<file path="src/rtl/dtcs_pkg.sv">
// Purpose: constants for the transfer channel status block
// Assumes: 32-bit AHB-Lite register access, one clock
// Notes:   byte offsets are word aligned
package dtcs_pkg;
  localparam logic [11:0] STATUS_OFFSET   = 12'h100;
  localparam logic [11:0] DEPTH_OFFSET    = 12'h004;
  localparam int          HEAD_LSB        = 11;
  localparam int          RSVD_ONE_BIT    = 8;
  localparam int          OCC_LSB         = 4;
  localparam int          WPEND_BIT       = 2;
  localparam int          SRC_BIT         = 1;
  localparam int          PROG_BIT        = 0;
  localparam int          DEPTH_LSB       = 8;
  localparam logic [1:0]  DEPTH_CODE      = 2'h2;
  localparam logic [2:0]  FIFO_ENTRIES    = 3'h4;
  localparam logic [1:0]  HEAD_RESET      = 2'h0;
  localparam logic [2:0]  OCC_RESET       = 3'h0;
  localparam logic [7:0]  WPEND_RESET     = 8'h00;
  localparam logic [31:0] RDATA_RESET     = 32'h0000_0000;
  localparam logic [1:0]  HTRANS_NONSEQ   = 2'h2;
  localparam logic [2:0]  HSIZE_WORD      = 3'h2;
  typedef enum logic [1:0] {
    SRC_IDLE = 2'b01,
    SRC_BUSY = 2'b10
  } dtcs_src_state_t;
endpackage

</file>
<file path="src/rtl/dtcs_status.sv">
// Purpose: occupancy and busy tracking of a transfer channel, with status
//          readable over AHB-Lite
// Assumes: controller pulses are single-cycle, same clock domain
// Notes:   status word read-only; configuration word carries depth code
//
// Added by the designer: the AHB-Lite slave port and the register addresses.
module dtcs_status
  import dtcs_pkg::*;
(
  input  wire logic        clock,
  input  wire logic        rstn,
  input  wire logic        hsel,
  input  wire logic [11:0] haddr,
  input  wire logic [1:0]  htrans,
  input  wire logic        hwrite,
  input  wire logic [2:0]  hsize,
  input  wire logic [31:0] hwdata,
  input  wire logic        hready,
  output logic             hreadyout,
  output logic             hresp,
  output logic [31:0]      hrdata,
  input  wire logic        prog_write,
  input  wire logic        source_done,
  input  wire logic        head_done,
  input  wire logic        write_issue,
  input  wire logic        write_response,
  output logic             program_set_occupied,
  output logic             source_side_busy,
  output logic             write_response_pending,
  output logic [2:0]       dest_fifo_occupancy,
  output logic [1:0]       dest_fifo_head_index,
  output logic             accept_ready
);
  import dtcs_pkg::*;

  //////////////////////////////////////////////////////////////////////////
  // request movement
  logic            prog_q;
  dtcs_src_state_t src_q;
  logic [2:0]      occ_q;
  logic [1:0]      head_q;
  logic [7:0]      wpend_q;
  logic [7:0]      wpend_d;
  logic            wpend_flag_q;
  logic            fifo_empty;
  logic            fifo_full;
  logic            move;
  logic            pop;
  logic [31:0]     status_word;

  assign fifo_empty = (occ_q == OCC_RESET);
  assign fifo_full  = (occ_q == FIFO_ENTRIES);
  assign pop        = head_done && !fifo_empty;
  // move into destination FIFO; full blocks entry
  assign move = prog_q && (fifo_empty
                || (!fifo_full && src_q == SRC_IDLE));
  assign accept_ready = !prog_q;

  // program set holds one request until it moves on
  always_ff @(posedge clock or negedge rstn)
  begin
    if (!rstn)
      prog_q <= 1'b0;
    else if (prog_write && !prog_q)
      prog_q <= 1'b1;
    else if (move)
      prog_q <= 1'b0;
  end

  // source side services each request that moves on while it is idle
  always_ff @(posedge clock or negedge rstn)
  begin
    if (!rstn)
      src_q <= SRC_IDLE;
    else
    begin
      case (src_q)
        SRC_IDLE: if (move) src_q <= SRC_BUSY;
        SRC_BUSY: if (source_done) src_q <= SRC_IDLE;
        default:  src_q <= SRC_IDLE;
      endcase
    end
  end

  // occupancy counter, capped at four entries
  always_ff @(posedge clock or negedge rstn)
  begin
    if (!rstn)
      occ_q <= OCC_RESET;
    else if (move && !pop)
      occ_q <= occ_q + 3'h1;
    else if (pop && !move)
      occ_q <= occ_q - 3'h1;
  end

  // head index advances as the head request completes
  always_ff @(posedge clock or negedge rstn)
  begin
    if (!rstn)
      head_q <= HEAD_RESET;
    else if (pop)
      head_q <= head_q + 2'h1;
  end

  // outstanding write responses; a reply with nothing pending is dropped,
  // and more than 255 outstanding writes wrap the count
  always_comb
  begin
    wpend_d = wpend_q;
    if (write_issue && !(write_response && wpend_q != WPEND_RESET))
      wpend_d = wpend_q + 8'h01;
    else if (!write_issue && write_response && wpend_q != WPEND_RESET)
      wpend_d = wpend_q - 8'h01;
  end

  always_ff @(posedge clock or negedge rstn)
  begin
    if (!rstn)
      wpend_q <= WPEND_RESET;
    else
      wpend_q <= wpend_d;
  end

  // pending flag in its own flop so the status output is registered
  always_ff @(posedge clock or negedge rstn)
  begin
    if (!rstn)
      wpend_flag_q <= 1'b0;
    else
      wpend_flag_q <= (wpend_d != WPEND_RESET);
  end

  assign program_set_occupied   = prog_q;
  assign source_side_busy       = (src_q == SRC_BUSY);
  assign write_response_pending = wpend_flag_q;
  assign dest_fifo_occupancy    = occ_q;
  assign dest_fifo_head_index   = head_q;

  always_comb
  begin
    status_word = 32'h0000_0000;
    status_word[HEAD_LSB +: 2]  = head_q;
    status_word[RSVD_ONE_BIT]   = 1'b1;
    status_word[OCC_LSB +: 3]   = occ_q;
    status_word[WPEND_BIT]      = write_response_pending;
    status_word[SRC_BIT]        = source_side_busy;
    status_word[PROG_BIT]       = prog_q;
  end

  //////////////////////////////////////////////////////////////////////////
  // AHB-Lite slave: zero wait, always OKAY, writes ignored
  logic rd_go;
  assign rd_go = hsel && hready && htrans[1] && !hwrite;
  assign hreadyout = 1'b1;
  assign hresp     = 1'b0;

  always_ff @(posedge clock or negedge rstn)
  begin
    if (!rstn)
      hrdata <= RDATA_RESET;
    else if (rd_go)
    begin
      if (haddr == STATUS_OFFSET)
        hrdata <= status_word;
      else if (haddr == DEPTH_OFFSET)
        hrdata <= {22'h0, DEPTH_CODE, 8'h00};
      else
        hrdata <= RDATA_RESET;
    end
  end

  //////////////////////////////////////////////////////////////////////////
  // checks
  // occupancy and head index
  occ_range_a: assert property (@(posedge clock)
    disable iff (!rstn) occ_q <= FIFO_ENTRIES)
    else $error("occupancy above four");

  occ_step_a: assert property (@(posedge clock)
    disable iff (!rstn) move && !pop |=> occ_q == $past(occ_q) + 3'h1)
    else $error("occupancy did not count a move");

  occ_hold_a: assert property (@(posedge clock)
    disable iff (!rstn) !move && !pop |=> $stable(occ_q))
    else $error("occupancy changed without cause");

  head_step_a: assert property (@(posedge clock)
    disable iff (!rstn) pop |=> head_q == $past(head_q) + 2'h1)
    else $error("head index did not advance");

  head_hold_a: assert property (@(posedge clock)
    disable iff (!rstn) !pop |=> $stable(head_q))
    else $error("head index moved without completion");

  // request movement into the destination fifo
  empty_move_a: assert property (@(posedge clock)
    disable iff (!rstn) prog_q && fifo_empty |=> !prog_q && occ_q == 3'h1)
    else $error("empty fifo did not take request");

  busy_hold_a: assert property (@(posedge clock)
    disable iff (!rstn)
    prog_q && !fifo_empty && src_q == SRC_BUSY |=> prog_q)
    else $error("request moved while source busy");

  partial_move_a: assert property (@(posedge clock)
    disable iff (!rstn)
    prog_q && !fifo_empty && !fifo_full && src_q == SRC_IDLE |=> !prog_q)
    else $error("partly filled fifo did not take request");

  full_hold_a: assert property (@(posedge clock)
    disable iff (!rstn) fifo_full && !pop |=> occ_q == FIFO_ENTRIES)
    else $error("full fifo changed without completion");

  full_block_a: assert property (@(posedge clock)
    disable iff (!rstn) prog_q && fifo_full |=> prog_q)
    else $error("request entered a full fifo");

  // write responses, source side and program set
  wpend_bit_a: assert property (@(posedge clock)
    disable iff (!rstn) write_issue |=> write_response_pending)
    else $error("write pending not set");

  wpend_clear_a: assert property (@(posedge clock)
    disable iff (!rstn)
    wpend_q == 8'h01 && write_response && !write_issue
      |=> !write_response_pending)
    else $error("write pending not cleared");

  src_busy_a: assert property (@(posedge clock)
    disable iff (!rstn) move && src_q == SRC_IDLE |=> source_side_busy)
    else $error("source not busy after move");

  src_idle_a: assert property (@(posedge clock)
    disable iff (!rstn)
    source_side_busy && source_done |=> !source_side_busy)
    else $error("source still busy after done");

  prog_set_a: assert property (@(posedge clock)
    disable iff (!rstn) prog_write && !prog_q |=> program_set_occupied)
    else $error("program set not occupied");

  prog_clear_a: assert property (@(posedge clock)
    disable iff (!rstn) move |=> !program_set_occupied)
    else $error("program set not freed");

  // read data of the status, depth and unmapped words; writes ignored
  status_read_a: assert property (@(posedge clock)
    disable iff (!rstn) rd_go && haddr == STATUS_OFFSET |=>
      hrdata[RSVD_ONE_BIT] && hrdata[31:13] == 19'h0)
    else $error("status constant bits wrong");

  head_field_a: assert property (@(posedge clock)
    disable iff (!rstn) rd_go && haddr == STATUS_OFFSET |=>
      hrdata[HEAD_LSB +: 2] == $past(head_q))
    else $error("head field wrong");

  occ_field_a: assert property (@(posedge clock)
    disable iff (!rstn) rd_go && haddr == STATUS_OFFSET |=>
      hrdata[OCC_LSB +: 3] == $past(occ_q))
    else $error("occupancy field wrong");

  wpend_field_a: assert property (@(posedge clock)
    disable iff (!rstn) rd_go && haddr == STATUS_OFFSET |=>
      hrdata[WPEND_BIT] == $past(write_response_pending))
    else $error("write pending field wrong");

  src_field_a: assert property (@(posedge clock)
    disable iff (!rstn) rd_go && haddr == STATUS_OFFSET |=>
      hrdata[SRC_BIT] == $past(source_side_busy))
    else $error("source field wrong");

  prog_field_a: assert property (@(posedge clock)
    disable iff (!rstn) rd_go && haddr == STATUS_OFFSET |=>
      hrdata[PROG_BIT] == $past(prog_q))
    else $error("program set field wrong");

  rsvd_zero_a: assert property (@(posedge clock)
    disable iff (!rstn) rd_go && haddr == STATUS_OFFSET |=>
      hrdata[10:9] == 2'h0 && !hrdata[7] && !hrdata[3])
    else $error("unused status bits not zero");

  unmapped_zero_a: assert property (@(posedge clock)
    disable iff (!rstn) rd_go && haddr != STATUS_OFFSET &&
      haddr != DEPTH_OFFSET |=> hrdata == RDATA_RESET)
    else $error("unmapped read not zero");

  write_ignored_a: assert property (@(posedge clock)
    disable iff (!rstn) hsel && hready && htrans[1] && hwrite |=>
      $stable(hrdata))
    else $error("write changed read data");

  depth_read_a: assert property (@(posedge clock)
    disable iff (!rstn) rd_go && haddr == DEPTH_OFFSET |=>
      hrdata[DEPTH_LSB +: 2] == DEPTH_CODE)
    else $error("depth code wrong");

  depth_rest_a: assert property (@(posedge clock)
    disable iff (!rstn) rd_go && haddr == DEPTH_OFFSET |=>
      hrdata[31:10] == 22'h0 && hrdata[7:0] == 8'h00)
    else $error("depth word other bits not zero");

  fill_c: cover property (@(posedge clock) disable iff (!rstn) fifo_full);
  drain_c: cover property (@(posedge clock) disable iff (!rstn)
    fifo_full ##[1:50] fifo_empty);
  block_c: cover property (@(posedge clock) disable iff (!rstn)
    prog_q && fifo_full);
  partial_c: cover property (@(posedge clock) disable iff (!rstn)
    prog_q && !fifo_empty && !fifo_full && src_q == SRC_IDLE);
  wpend_c: cover property (@(posedge clock) disable iff (!rstn)
    write_issue && write_response && write_response_pending);
endmodule

</file>
<file path="config.mk">
export PLATFORM = sky130hd
export DESIGN_NAME = dtcs_status
export DESIGN_NICKNAME = d
export VERILOG_FILES = /design/src/rtl/dtcs_pkg.sv /design/src/rtl/dtcs_status.sv
export SDC_FILE = /design/constraint.sdc
export NUM_CORES = 1
export LEC_CHECK = 0
export ABC_AREA = 1
export BUFFER_PORTS_ARGS = -buffer_cell sky130_fd_sc_hd__buf_2
export CAP_MARGIN = 10
export CORE_MARGIN = 4
export CORE_UTILIZATION = 45
export DETAILED_ROUTE_END_ITERATION = 10
export GPL_TIMING_DRIVEN = 0
export PLACE_DENSITY = 0.81
export SYNTH_ARGS = -nofsm -noshare
export SYNTH_HDL_FRONTEND = slang
export SYNTH_SLANG_ARGS = --single-unit
</file>
<file path="constraint.sdc">
create_clock -name clock -period 2.65 [get_ports clock]
set_input_delay 0 -clock clock [delete_from_list [all_inputs] [get_ports clock]]
set_output_delay 0 -clock clock [all_outputs]
set_load 0.01 [all_outputs]
</file>
==> run_results.csv, run 1 <==
group,metric,value,unit
floorplan,die_w,72.0,um
floorplan,rows,22,
grt,grt_use_total,14.2,%
sta,worst_pin_slew,0.573,ns
sta,min_period_over_period,88.7,%
critical_path,r2r-end,"dest_fifo_occupancy[2]$_DFFE_PN0P_",
drt,drtIter0Drc,38,
grt,antenna_found_initial,0,
grt,grt_max_degree,28,
pwr,pwr-share-seq,34.1,%
sta,finalSetupViolations,0,
synthesis,synth_area_per_cell,7.65,um2
sta,fmax,426,MHz
synthesis,yosys.cell_types.count,31,
sta,hold_viol,0,
pwr,power.switching,870,uW
drt,detailroute.via_count,1569,
layout,antenna_cells,0,
synthesis,ys_warn_count,0,
synthesis,synth_flop_cell,"dfrtp_1",
sta,final.setup.tns,0,ns
pwr,intPower,1060,uW
run_status,status,"finished clean",
placement,gp_congestion,0.853,
drt,routedWlPerCell,10.2,um
clocking,post_cts_resized,0,
synthesis,synth-edff-count,0,
placement,pre_cts_ws,0.327,ns
pwr,comb_power_share,53.6,%
sta,slew_violations,0,
run,cap_viol_max_count,0,
grt,grt_pass1_wl,6100,um
sta,slew_headroom,61.8,%
critical_path,r2r_slack,0.30,ns
worst_hold_path,hp-class,"input port to flip-flop",
critical_path,worstSetupStartpointType,"flip-flop",
pwr,cellPowerDensity,849,mW/mm2
worst_hold_path,worstHoldPathCells,3,
layout,finish.utilization,59.7,%
floorplan,dieArea,0.00518,mm2
critical_path,cp.arrival,2.51,ns
pwr,clkPwrFrac,12.2,%
sta,finClkSkew,0.00517,ns
clocking,cts.clk_slew.worst_paths,0.10,ns
sta,setup_ws,0.301,ns
critical_path,slowest_stage,"dfrtp_1",
critical_path,crit_path_end_kind,"flip-flop",
layout,final_cell_mix,"nand2_1, buf_2, inv_1",
layout,drive_gt1_share,29.6,%
synthesis,ys_ff_latch,27,
worst_hold_path,worstHoldStart,"haddr[3]",
pwr,p_leak,0.00137,uW
placement,place.port_buffers,41,
critical_path,path_buf_inv,2,
critical_path,cp.required,2.81,ns
worst_hold_path,hold_path_end,"hrdata[9]$_DFFE_PN0P_",
drt,avgViaCountPerCell,4.37,
critical_path,crit_family,"compound AO/OA/AOI/OAI gates",
critical_path,max_stage_delay,0.47,ns
drt,drc,0,
clocking,insertion_delay,0.27,ns
pwr,switching_share,45.1,%
grt,grt_overflow_total,0,
critical_path,r2r-start,"dest_fifo_occupancy[0]$_DFFE_PN0P_",
pwr,max-vdd-ir-drop,0.000553,V
critical_path,cp_cell_sequence,"nor2_1 -> inv_1 -> o21ai_0 -> ha_1 -> inv_1 -> fa_1 -> a21oi_1 -> o21ai_0 -> xor2_1",
clocking,cts_buffer_depth,2,
floorplan,io_pins,102,
critical_path,cp_max_fo,5,
critical_path,r2r.worst_path.cells,9,
drt,drt_first_pass_iters,4,
clocking,clock-sinks,27,
sta,fin_crit,2.35,ns
critical_path,worstSetupPathType,"flip-flop to flip-flop",
layout,syn_to_final_growth,23.2,%
synthesis,ys_async_sr_fraction,100,%
drt,wl,3650,um
clocking,cts_tree,"done",
layout,layout_commonest_cell,"nand2_1",
clocking,h-tree-depth,1,
drt,antenna_left,0,
floorplan,coreArea,0.00380,mm2
grt,grt_pass1_vias,1454,
synthesis,ys_seq_area_share,36.7,%
floorplan,fp.dieH,72.0,um
layout,nets,376,
pwr,total_power,1930,uW
synthesis,syn_area,0.00184,mm2
placement,dp_hpwl,3050,um
floorplan,initial_utilization,48.5,%
synthesis,syn-instance-count,241,
clocking,cts_made_buffers,3,
sta,rsz0062_at_grt,"no",
clocking,cts_root_buf,"clkbuf_8",
==> routing by layer <==
metal	wire, um	global-route usage, %	vias up
met1	1470	17.5	711
met3	163	1.11	2
met5	0	0	-
li1	-	-	823
met2	1990	27.0	33
met4	23	2.71	0
==> cell type report <==
class / count / area [um2]
sequential: 27 / 677
inverter: 38 / 145
clock inverter: 1 / 7.51
multi-input combinational: 171 / 893
fill: 354 / 1530
timing repair buffer: 44 / 235
tap: 48 / 60.1
clock buffer: 3 / 41.3
buffer: 27 / 210
==> power by group through the flow <==
stage          sequential, uW  combinational, uW  clock, uW
5_1_grt                   683               1190        256
3_5_place_dp              668               1030          0
6_report                  657               1030        236
4_1_cts                   660               1050        242
3_3_place_gp              659                993          0
2_1_floorplan             670                784          0
==> worst min-delay path: cells and delay by family <==
family                 cells  cell delay [ns]
AOI/OAI and AO/OA          1             0.19
buffers and inverters      1             0.09
and+or+nand+nor            1             0.05
==> registers in the layout, summed over array words and instances (netlist names) <==
register,cells
dest_fifo_head_index,2
dest_fifo_occupancy,3
hrdata,10
program_set_occupied,1
src_q,2
wpend_q,8
write_response_pending,1
==> timing repair <==
| action | in CTS | in global routing |
|---|---|---|
| buffers inserted | 0 | 0 |
| hold buffers | 3 | 0 |
| endpoints found under the hold margin | 29 | 0 |
| setup endpoints to repair | 0 | 0 |
==> cells by family after synthesis <==
logic type | share of synthesized area [%]
AO/OA/AOI/OAI | 6.79
other | 0.407
flip-flops | 36.7
adder cells (fa/ha/maj) | 3.80
AND/OR/NAND/NOR | 27.3
buffers and inverters | 19.3
XOR/XNOR | 5.70
==> cell usage after synthesis, drive strengths merged, types with 3 or more instances <==
| cell type | instances | share of area (%) |
|---|---|---|
| nand2 | 71 | 16 |
| inv | 38 | 7.9 |
| a21oi | 5 | 2.0 |
| nor4 | 3 | 1.0 |
| ha | 4 | 2.7 |
| xor2 | 10 | 4.8 |
| dfrtp | 26 | 35 |
| o21ai | 14 | 4.0 |
| buf | 26 | 11 |
| nand3 | 11 | 3.3 |
| nor2 | 21 | 5.4 |
==> per-stage QoR <==
step | instances | hold WS (ns) | area, um2
finish | 359 | 0.0838 | 2270
global placement | 352 | 0.0242 | 2190
floorplan | 263 | -0.296 | 1930
global route | 359 | 0.0796 | 2270
CTS | 359 | 0.0810 | 2270
detailed placement | 352 | 0.0315 | 2190
==> how the worst max path moves through the flow <==
stage,end,cells past startpoint,slack [ns],from
4_1_cts,dest_fifo_occupancy[2]$_DFFE_PN0P_,9,0.31,dest_fifo_occupancy[0]$_DFFE_PN0P_
5_1_grt,dest_fifo_occupancy[2]$_DFFE_PN0P_,9,0.04,dest_fifo_occupancy[0]$_DFFE_PN0P_
3_3_place_gp,dest_fifo_occupancy[2]$_DFFE_PN0P_,9,0.43,dest_fifo_occupancy[0]$_DFFE_PN0P_
6_report,dest_fifo_occupancy[2]$_DFFE_PN0P_,9,0.30,dest_fifo_occupancy[0]$_DFFE_PN0P_
2_1_floorplan,dest_fifo_occupancy[2]$_DFFE_PN0P_,9,0.59,dest_fifo_occupancy[0]$_DFFE_PN0P_
3_5_place_dp,dest_fifo_occupancy[2]$_DFFE_PN0P_,9,0.33,dest_fifo_occupancy[0]$_DFFE_PN0P_
Note: power is estimated with default switching activity, not from simulation.
==> inputs of run 2 (changes only) <==
- CORE_ASPECT_RATIO: unset -> 0.9
==> run_results.csv, run 2 (synthesis results as in run 1) <==
group,metric,value,unit
placement,dp.cells,350,
clocking,cts_tree,"done",
pwr,pwr-share-seq,34.2,%
critical_path,cp_max_fo,5,
clocking,cts_root_buf,"clkbuf_8",
layout,finalNonFillerCells,357,
grt,grt_use_total,13.9,%
layout,largest_register_ffs,10,
layout,finish.utilization,59.0,%
placement,place.port_buffers,41,
clocking,insertion_delay,0.27,ns
critical_path,cp.arrival,2.47,ns
sta,slew_headroom,60.6,%
layout,layout_commonest_cell,"nand2_1",
run_status,status,"finished clean",
sta,worst_hold_slack,0.0898,ns
layout,seqCellArea,677,um2
pwr,power.switching,862,uW
pwr,intPower,1050,uW
drt,drt_first_pass_iters,4,
sta,final.setup.tns,0,ns
floorplan,fp.dieH,68.7,um
critical_path,crit_path_end_kind,"flip-flop",
critical_path,worstSetupPathType,"flip-flop to flip-flop",
sta,min_period_over_period,87.4,%
floorplan,initial_utilization,48.0,%
run,cap_viol_max_count,0,
floorplan,io_pins,102,
layout,finalInstanceArea,0.00226,mm2
critical_path,r2r.worst_path.cells,9,
pwr,cellPowerDensity,846,mW/mm2
sta,worst_pin_slew,0.591,ns
placement,dp_hpwl,3010,um
layout,antenna_cells,0,
clocking,cts.clk_slew.worst_paths,0.09,ns
clocking,post_cts_buffers,0,
critical_path,crit_cells,9,
drt,antenna_left,0,
drt,avgViaCountPerCell,4.36,
critical_path,worstSetupStartpointType,"flip-flop",
critical_path,cp_cell_sequence,"nor2_1 -> inv_1 -> o21ai_0 -> ha_1 -> inv_1 -> fa_1 -> a21oi_1 -> o21ai_0 -> xor2_1",
grt,grt_pass1_wl,5640,um
sta,finalSetupViolations,0,
critical_path,r2r-start,"dest_fifo_occupancy[0]$_DFFE_PN0P_",
sta,fmax,432,MHz
drt,wl,3670,um
drt,detailroute.via_count,1555,
clocking,cts_made_buffers,3,
floorplan,dieArea,0.00518,mm2
critical_path,max_stage_delay,0.45,ns
pwr,comb_power_share,53.9,%
layout,final_cell_mix,"nand2_1, buf_2, inv_1",
critical_path,path_buf_inv,2,
grt,grt_pass1_vias,1286,
clocking,clock-sinks,27,
pwr,switching_share,45.0,%
sta,hold_viol,0,
critical_path,crit_family,"compound AO/OA/AOI/OAI gates",
layout,syn_to_final_growth,22.9,%
layout,top_register,"hrdata",
sta,fin_crit,2.32,ns
drt,drc,0,
worst_hold_path,worstHoldPathCells,3,
layout,drive_gt1_share,29.6,%
floorplan,rows,21,
sta,finClkSkew,0.00418,ns
floorplan,die_w,75.5,um
pwr,max-vdd-ir-drop,0.000687,V
pwr,p_leak,0.00138,uW
sta,rsz0062_at_grt,"no",
pwr,clkPwrFrac,12.0,%
layout,num-fill-cells,356,
critical_path,slowest_stage,"dfrtp_1",
floorplan,coreArea,0.00384,mm2
worst_hold_path,worstHoldStart,"haddr[9]",
critical_path,crit_start,"dest_fifo_occupancy[0]$_DFFE_PN0P_",
grt,grt_max_degree,28,
layout,nets,376,
grt,grt_overflow_total,0,
grt,antenna_found_initial,0,
sta,slew_violations,0,
worst_hold_path,hp-class,"input port to flip-flop",
placement,postPlaceCellArea,0.00219,mm2
placement,gp_congestion,0.900,
drt,drtIter0Drc,53,
critical_path,cp.required,2.80,ns
clocking,h-tree-depth,1,
clocking,post_cts_resized,0,
layout,multi_input_area,893,um2
drt,routedWlPerCell,10.3,um
clocking,cts_buffer_depth,2,
run 2: cell types whose count changed in the layout (fill, tap and decap cells not counted), sizes merged:
cell / before / now
clkinvlp: 1 / 0
clkinv: 0 / 1
run 2: repair_timing:
action,4_1_cts,5_1_grt
endpoints found under the hold margin,29,0
setup endpoints to repair,0,0
hold buffers,3,0
run 2: stage by stage:
stage          worst slack (ns)  total power (uW)
2_1_floorplan             0.590              1450
3_3_place_gp              0.394              1660
3_5_place_dp              0.357              1690
4_1_cts                   0.340              1930
5_1_grt                   0.144              2110
6_report                  0.333              1920
run 2: layout make-up:
class,instances,share of cell area (%)
Clock inverter,1,0.221
Tap cell,46,2.54
Sequential cell,27,29.9
Multi-Input combinational cell,171,39.4
Timing Repair Buffer,44,10.4
Clock buffer,3,1.82
Buffer,27,9.28
Inverter,38,6.41
run 2: metal layers:
layer	GRT usage [%]	vias up	routed length [um]
met1	18.5	689	1630
met3	3.04	2	201
met4	1.97	0	12
met2	23.6	35	1830
li1	-	829	-
met5	0	-	0
run 2: final timing paths:
check                           slack, ns                                 end
worst max-delay path                 0.33  dest_fifo_occupancy[2]$_DFFE_PN0P_
worst min-delay path                 0.09               hrdata[9]$_DFFE_PN0P_
worst max register to register       0.33  dest_fifo_occupancy[2]$_DFFE_PN0P_
worst min register to register       0.49               hrdata[8]$_DFFE_PN0P_
max in group asynchronous            2.00                wpend_q[5]$_DFF_PN0_
min in group asynchronous            0.26  dest_fifo_occupancy[0]$_DFFE_PN0P_
run 2: power by group through the flow:
stage	registers (uW)	logic [uW]	clock network (uW)
6_report	655	1030	229
3_3_place_gp	659	1000	0
2_1_floorplan	670	784	0
5_1_grt	679	1180	256
4_1_cts	656	1040	237
3_5_place_dp	664	1030	0
run 2: worst reg2reg max path, stage by stage, from the launching register on:
cell and delay (ns):
dfrtp_1 0.45, nor2_1 0.16, inv_1 0.07, o21ai_0 0.43, ha_1 0.23, inv_1 0.06, fa_1 0.37, a21oi_1 0.15
o21ai_0 0.12, xor2_1 0.16
==> inputs of run 3 (changes only) <==
- ABC_AREA: 1 -> unset
- CORE_UTILIZATION: 45 -> 42
- PLACE_DENSITY: 0.81 -> 0.79
==> run_results.csv, run 3 <==
group,metric,value,unit
critical_path,cp.required,2.81,ns
layout,syn_to_final_growth,28.0,%
synthesis,yosysMostFrequentCell,"dfrtp_1",
clocking,cts_buffer_depth,2,
synthesis,yosys-top-cells-count,"dfrtp_1, buf_4, nand2_1, nor2_1, a22o_1",
pwr,switching_share,39.9,%
synthesis,synthMuxAreaShare,1.32,%
critical_path,worstSetupPathType,"flip-flop to flip-flop",
pwr,p_leak,0.00107,uW
critical_path,cp_max_fo,7,
grt,grt_overflow_total,0,
synthesis,synth_compound_area_share,13.0,%
critical_path,worstSetupStartpointType,"flip-flop",
floorplan,rows,21,
synthesis,synth_top_family_by_area,"simple AND/OR/NAND/NOR gates",
drt,antenna_left,0,
clocking,clock-sinks,27,
synthesis,ys_async_sr_fraction,100,%
placement,dp_hpwl,2480,um
placement,place.port_buffers,41,
synthesis,synth-edff-count,0,
pwr,power.switching,679,uW
floorplan,coreArea,0.00370,mm2
clocking,cts_made_buffers,3,
synthesis,synth_top_cell_area_share,40.3,%
synthesis,ys_warn_count,0,
grt,grt_use_total,13.3,%
critical_path,crit_path_end_kind,"flip-flop",
worst_hold_path,worstHoldPathCells,3,
synthesis,ys_seq_area_share,41.9,%
synthesis,synth_xor_area_share,4.88,%
floorplan,initial_utilization,43.6,%
placement,gp_congestion,0.861,
sta,finClkSkew,0.00619,ns
layout,seqCellArea,677,um2
floorplan,fp.dieH,66.8,um
drt,routedWlPerCell,11.4,um
layout,largest_register_ffs,10,
layout,top_register,"hrdata",
synthesis,post-synth-top-area-cell,"dfrtp_1",
worst_hold_path,hp-class,"input port to flip-flop",
run_status,status,"finished clean",
critical_path,r2r.worst_path.cells,7,
floorplan,dieArea,0.00490,mm2
sta,slew_headroom,59.9,%
synthesis,yosys.area_share.simple,18.7,%
synthesis,syn-instance-count,160,
drt,wl,3180,um
run,cap_viol_max_count,0,
drt,detailroute.via_count,1328,
floorplan,io_pins,102,
clocking,cts.clk_slew.worst_paths,0.10,ns
clocking,insertion_delay,0.28,ns
pwr,total_power,1700,uW
sta,finalSetupViolations,0,
pwr,pwr-share-seq,41.0,%
clocking,cts_root_buf,"clkbuf_8",
drt,drt_first_pass_iters,4,
grt,antenna_found_initial,0,
grt,grt_pass1_wl,5100,um
pwr,clkPwrFrac,14.6,%
sta,worst_pin_slew,0.599,ns
sta,final.setup.tns,0,ns
layout,drive_gt1_share,33.0,%
layout,layout_commonest_cell,"buf_2",
pwr,comb_power_share,44.4,%
clocking,post_cts_resized,0,
layout,nets,298,
grt,grt_max_degree,28,
synthesis,synth_flop_cell,"dfrtp_1",
synthesis,synthAdderAreaFrac,5.58,%
layout,multi_input_area,792,um2
layout,antenna_cells,0,
drt,avgViaCountPerCell,4.76,
sta,slew_violations,0,
layout,num-fill-cells,327,
synthesis,ys_ff_latch,27,
sta,min_period_over_period,94.4,%
drt,drc,0,
layout,final_cell_mix,"buf_2, dfrtp_1, buf_4",
synthesis,synth_area_per_cell,10.1,um2
synthesis,ys_top_cells_by_area,"dfrtp_1, buf_4, a22o_1",
grt,grt_pass1_vias,1163,
drt,drtIter0Drc,83,
synthesis,yosys.cell_types.count,47,
pwr,max-vdd-ir-drop,0.000362,V
floorplan,die_w,73.4,um
sta,rsz0062_at_grt,"no",
pwr,cellPowerDensity,823,mW/mm2
synthesis,syn_area,0.00162,mm2
sta,hold_viol,0,
clocking,h-tree-depth,1,
sta,fin_crit,2.50,ns
clocking,cts_tree,"done",
critical_path,cp.arrival,2.66,ns
pwr,intPower,1020,uW
sta,fmax,400,MHz
-- run 3: changes by cell type in the layout (fill, tap and decap cells not counted), sizes merged, moves of 5 or more --
cell | previous run | this run
xor2 | 10 | 3
nand2b | 0 | 5
o21ai | 14 | 5
nor2 | 21 | 10
nand2 | 71 | 13
nand3 | 11 | 2
a21oi | 5 | 0
inv | 38 | 8
a22o | 1 | 8
-- run 3: path summary, 6_finish.rpt --
check	slack, ns	end	from
setup / recovery	0.15	write_response_pending$_DFF_PN0_	wpend_q[0]$_DFF_PN0_
hold / removal	0.003	dest_fifo_head_index[1]$_DFFE_PN0P_	head_done
setup reg to reg	0.15	write_response_pending$_DFF_PN0_	wpend_q[0]$_DFF_PN0_
hold reg to reg	0.49	hrdata[9]$_DFFE_PN0P_	hrdata[9]$_DFFE_PN0P_
max in group asynchronous	2.03	wpend_q[0]$_DFF_PN0_	rstn
min in group asynchronous	0.24	hrdata[2]$_DFFE_PN0P_	rstn
-- run 3: repair_timing --
action	CTS	global route
hold buffers	5	0
buffers inserted	0	1
endpoints found under the setup margin	0	1
endpoints found under the hold margin	30	0
-- run 3: kinds of logic after synthesis --
kind of cell             after synthesis
AO/OA/AOI/OAI                         27
XOR/XNOR                               9
adder cells (fa/ha/maj)                7
buffers and inverters                 35
flip-flops                            27
multiplexers                           2
other                                  2
AND/OR/NAND/NOR                       51
-- run 3: through the flow --
stage	util, %	setup WS, ns	std cells	instance area (um2)	hold slack (ns)
floorplan	-	0.345	182	1700	-0.296
global placement	52.9	0.104	269	1960	0.0314
detailed placement	52.9	0.116	269	1960	0.0331
CTS	55.6	0.0744	278	2060	0.00721
global route	55.8	0.0102	279	2070	0.0370
finish	55.8	0.149	279	2070	0.00350
-- run 3: power by group through the flow --
stage	Clock [uW]	Sequential (uW)	Combinational, uW
2_1_floorplan	0	698	543
3_3_place_gp	0	701	721
3_5_place_dp	0	708	744
4_1_cts	257	699	757
5_1_grt	274	724	851
6_report	249	698	756
-- run 3: final cells by class --
class | count | share of cell area (%)
Timing Repair Buffer | 47 | 12.7
Buffer | 28 | 9.80
Inverter | 7 | 1.27
Multi-Input combinational cell | 120 | 38.3
Tap cell | 46 | 2.78
Clock inverter | 1 | 0.423
Sequential cell | 27 | 32.7
Clock buffer | 3 | 2.00
-- run 3: layer usage --
layer  up-vias  global-route usage, %  routed length (um)
met3         5                   1.96                 223
met4         0                   6.33                  61
met5         -                      0                   0
li1        656                      -                   -
met2        49                   22.1                1570
met1       618                   16.9                1330
-- run 3: critical path, cell delays in order (launching register included) --
cell and delay (ns):
dfrtp_1 0.47, inv_1 0.13, ha_1 0.18, nor4b_4 0.31, a21boi_2 0.17, o31a_1 0.27, a221o_1 0.36, or4b_1 0.49
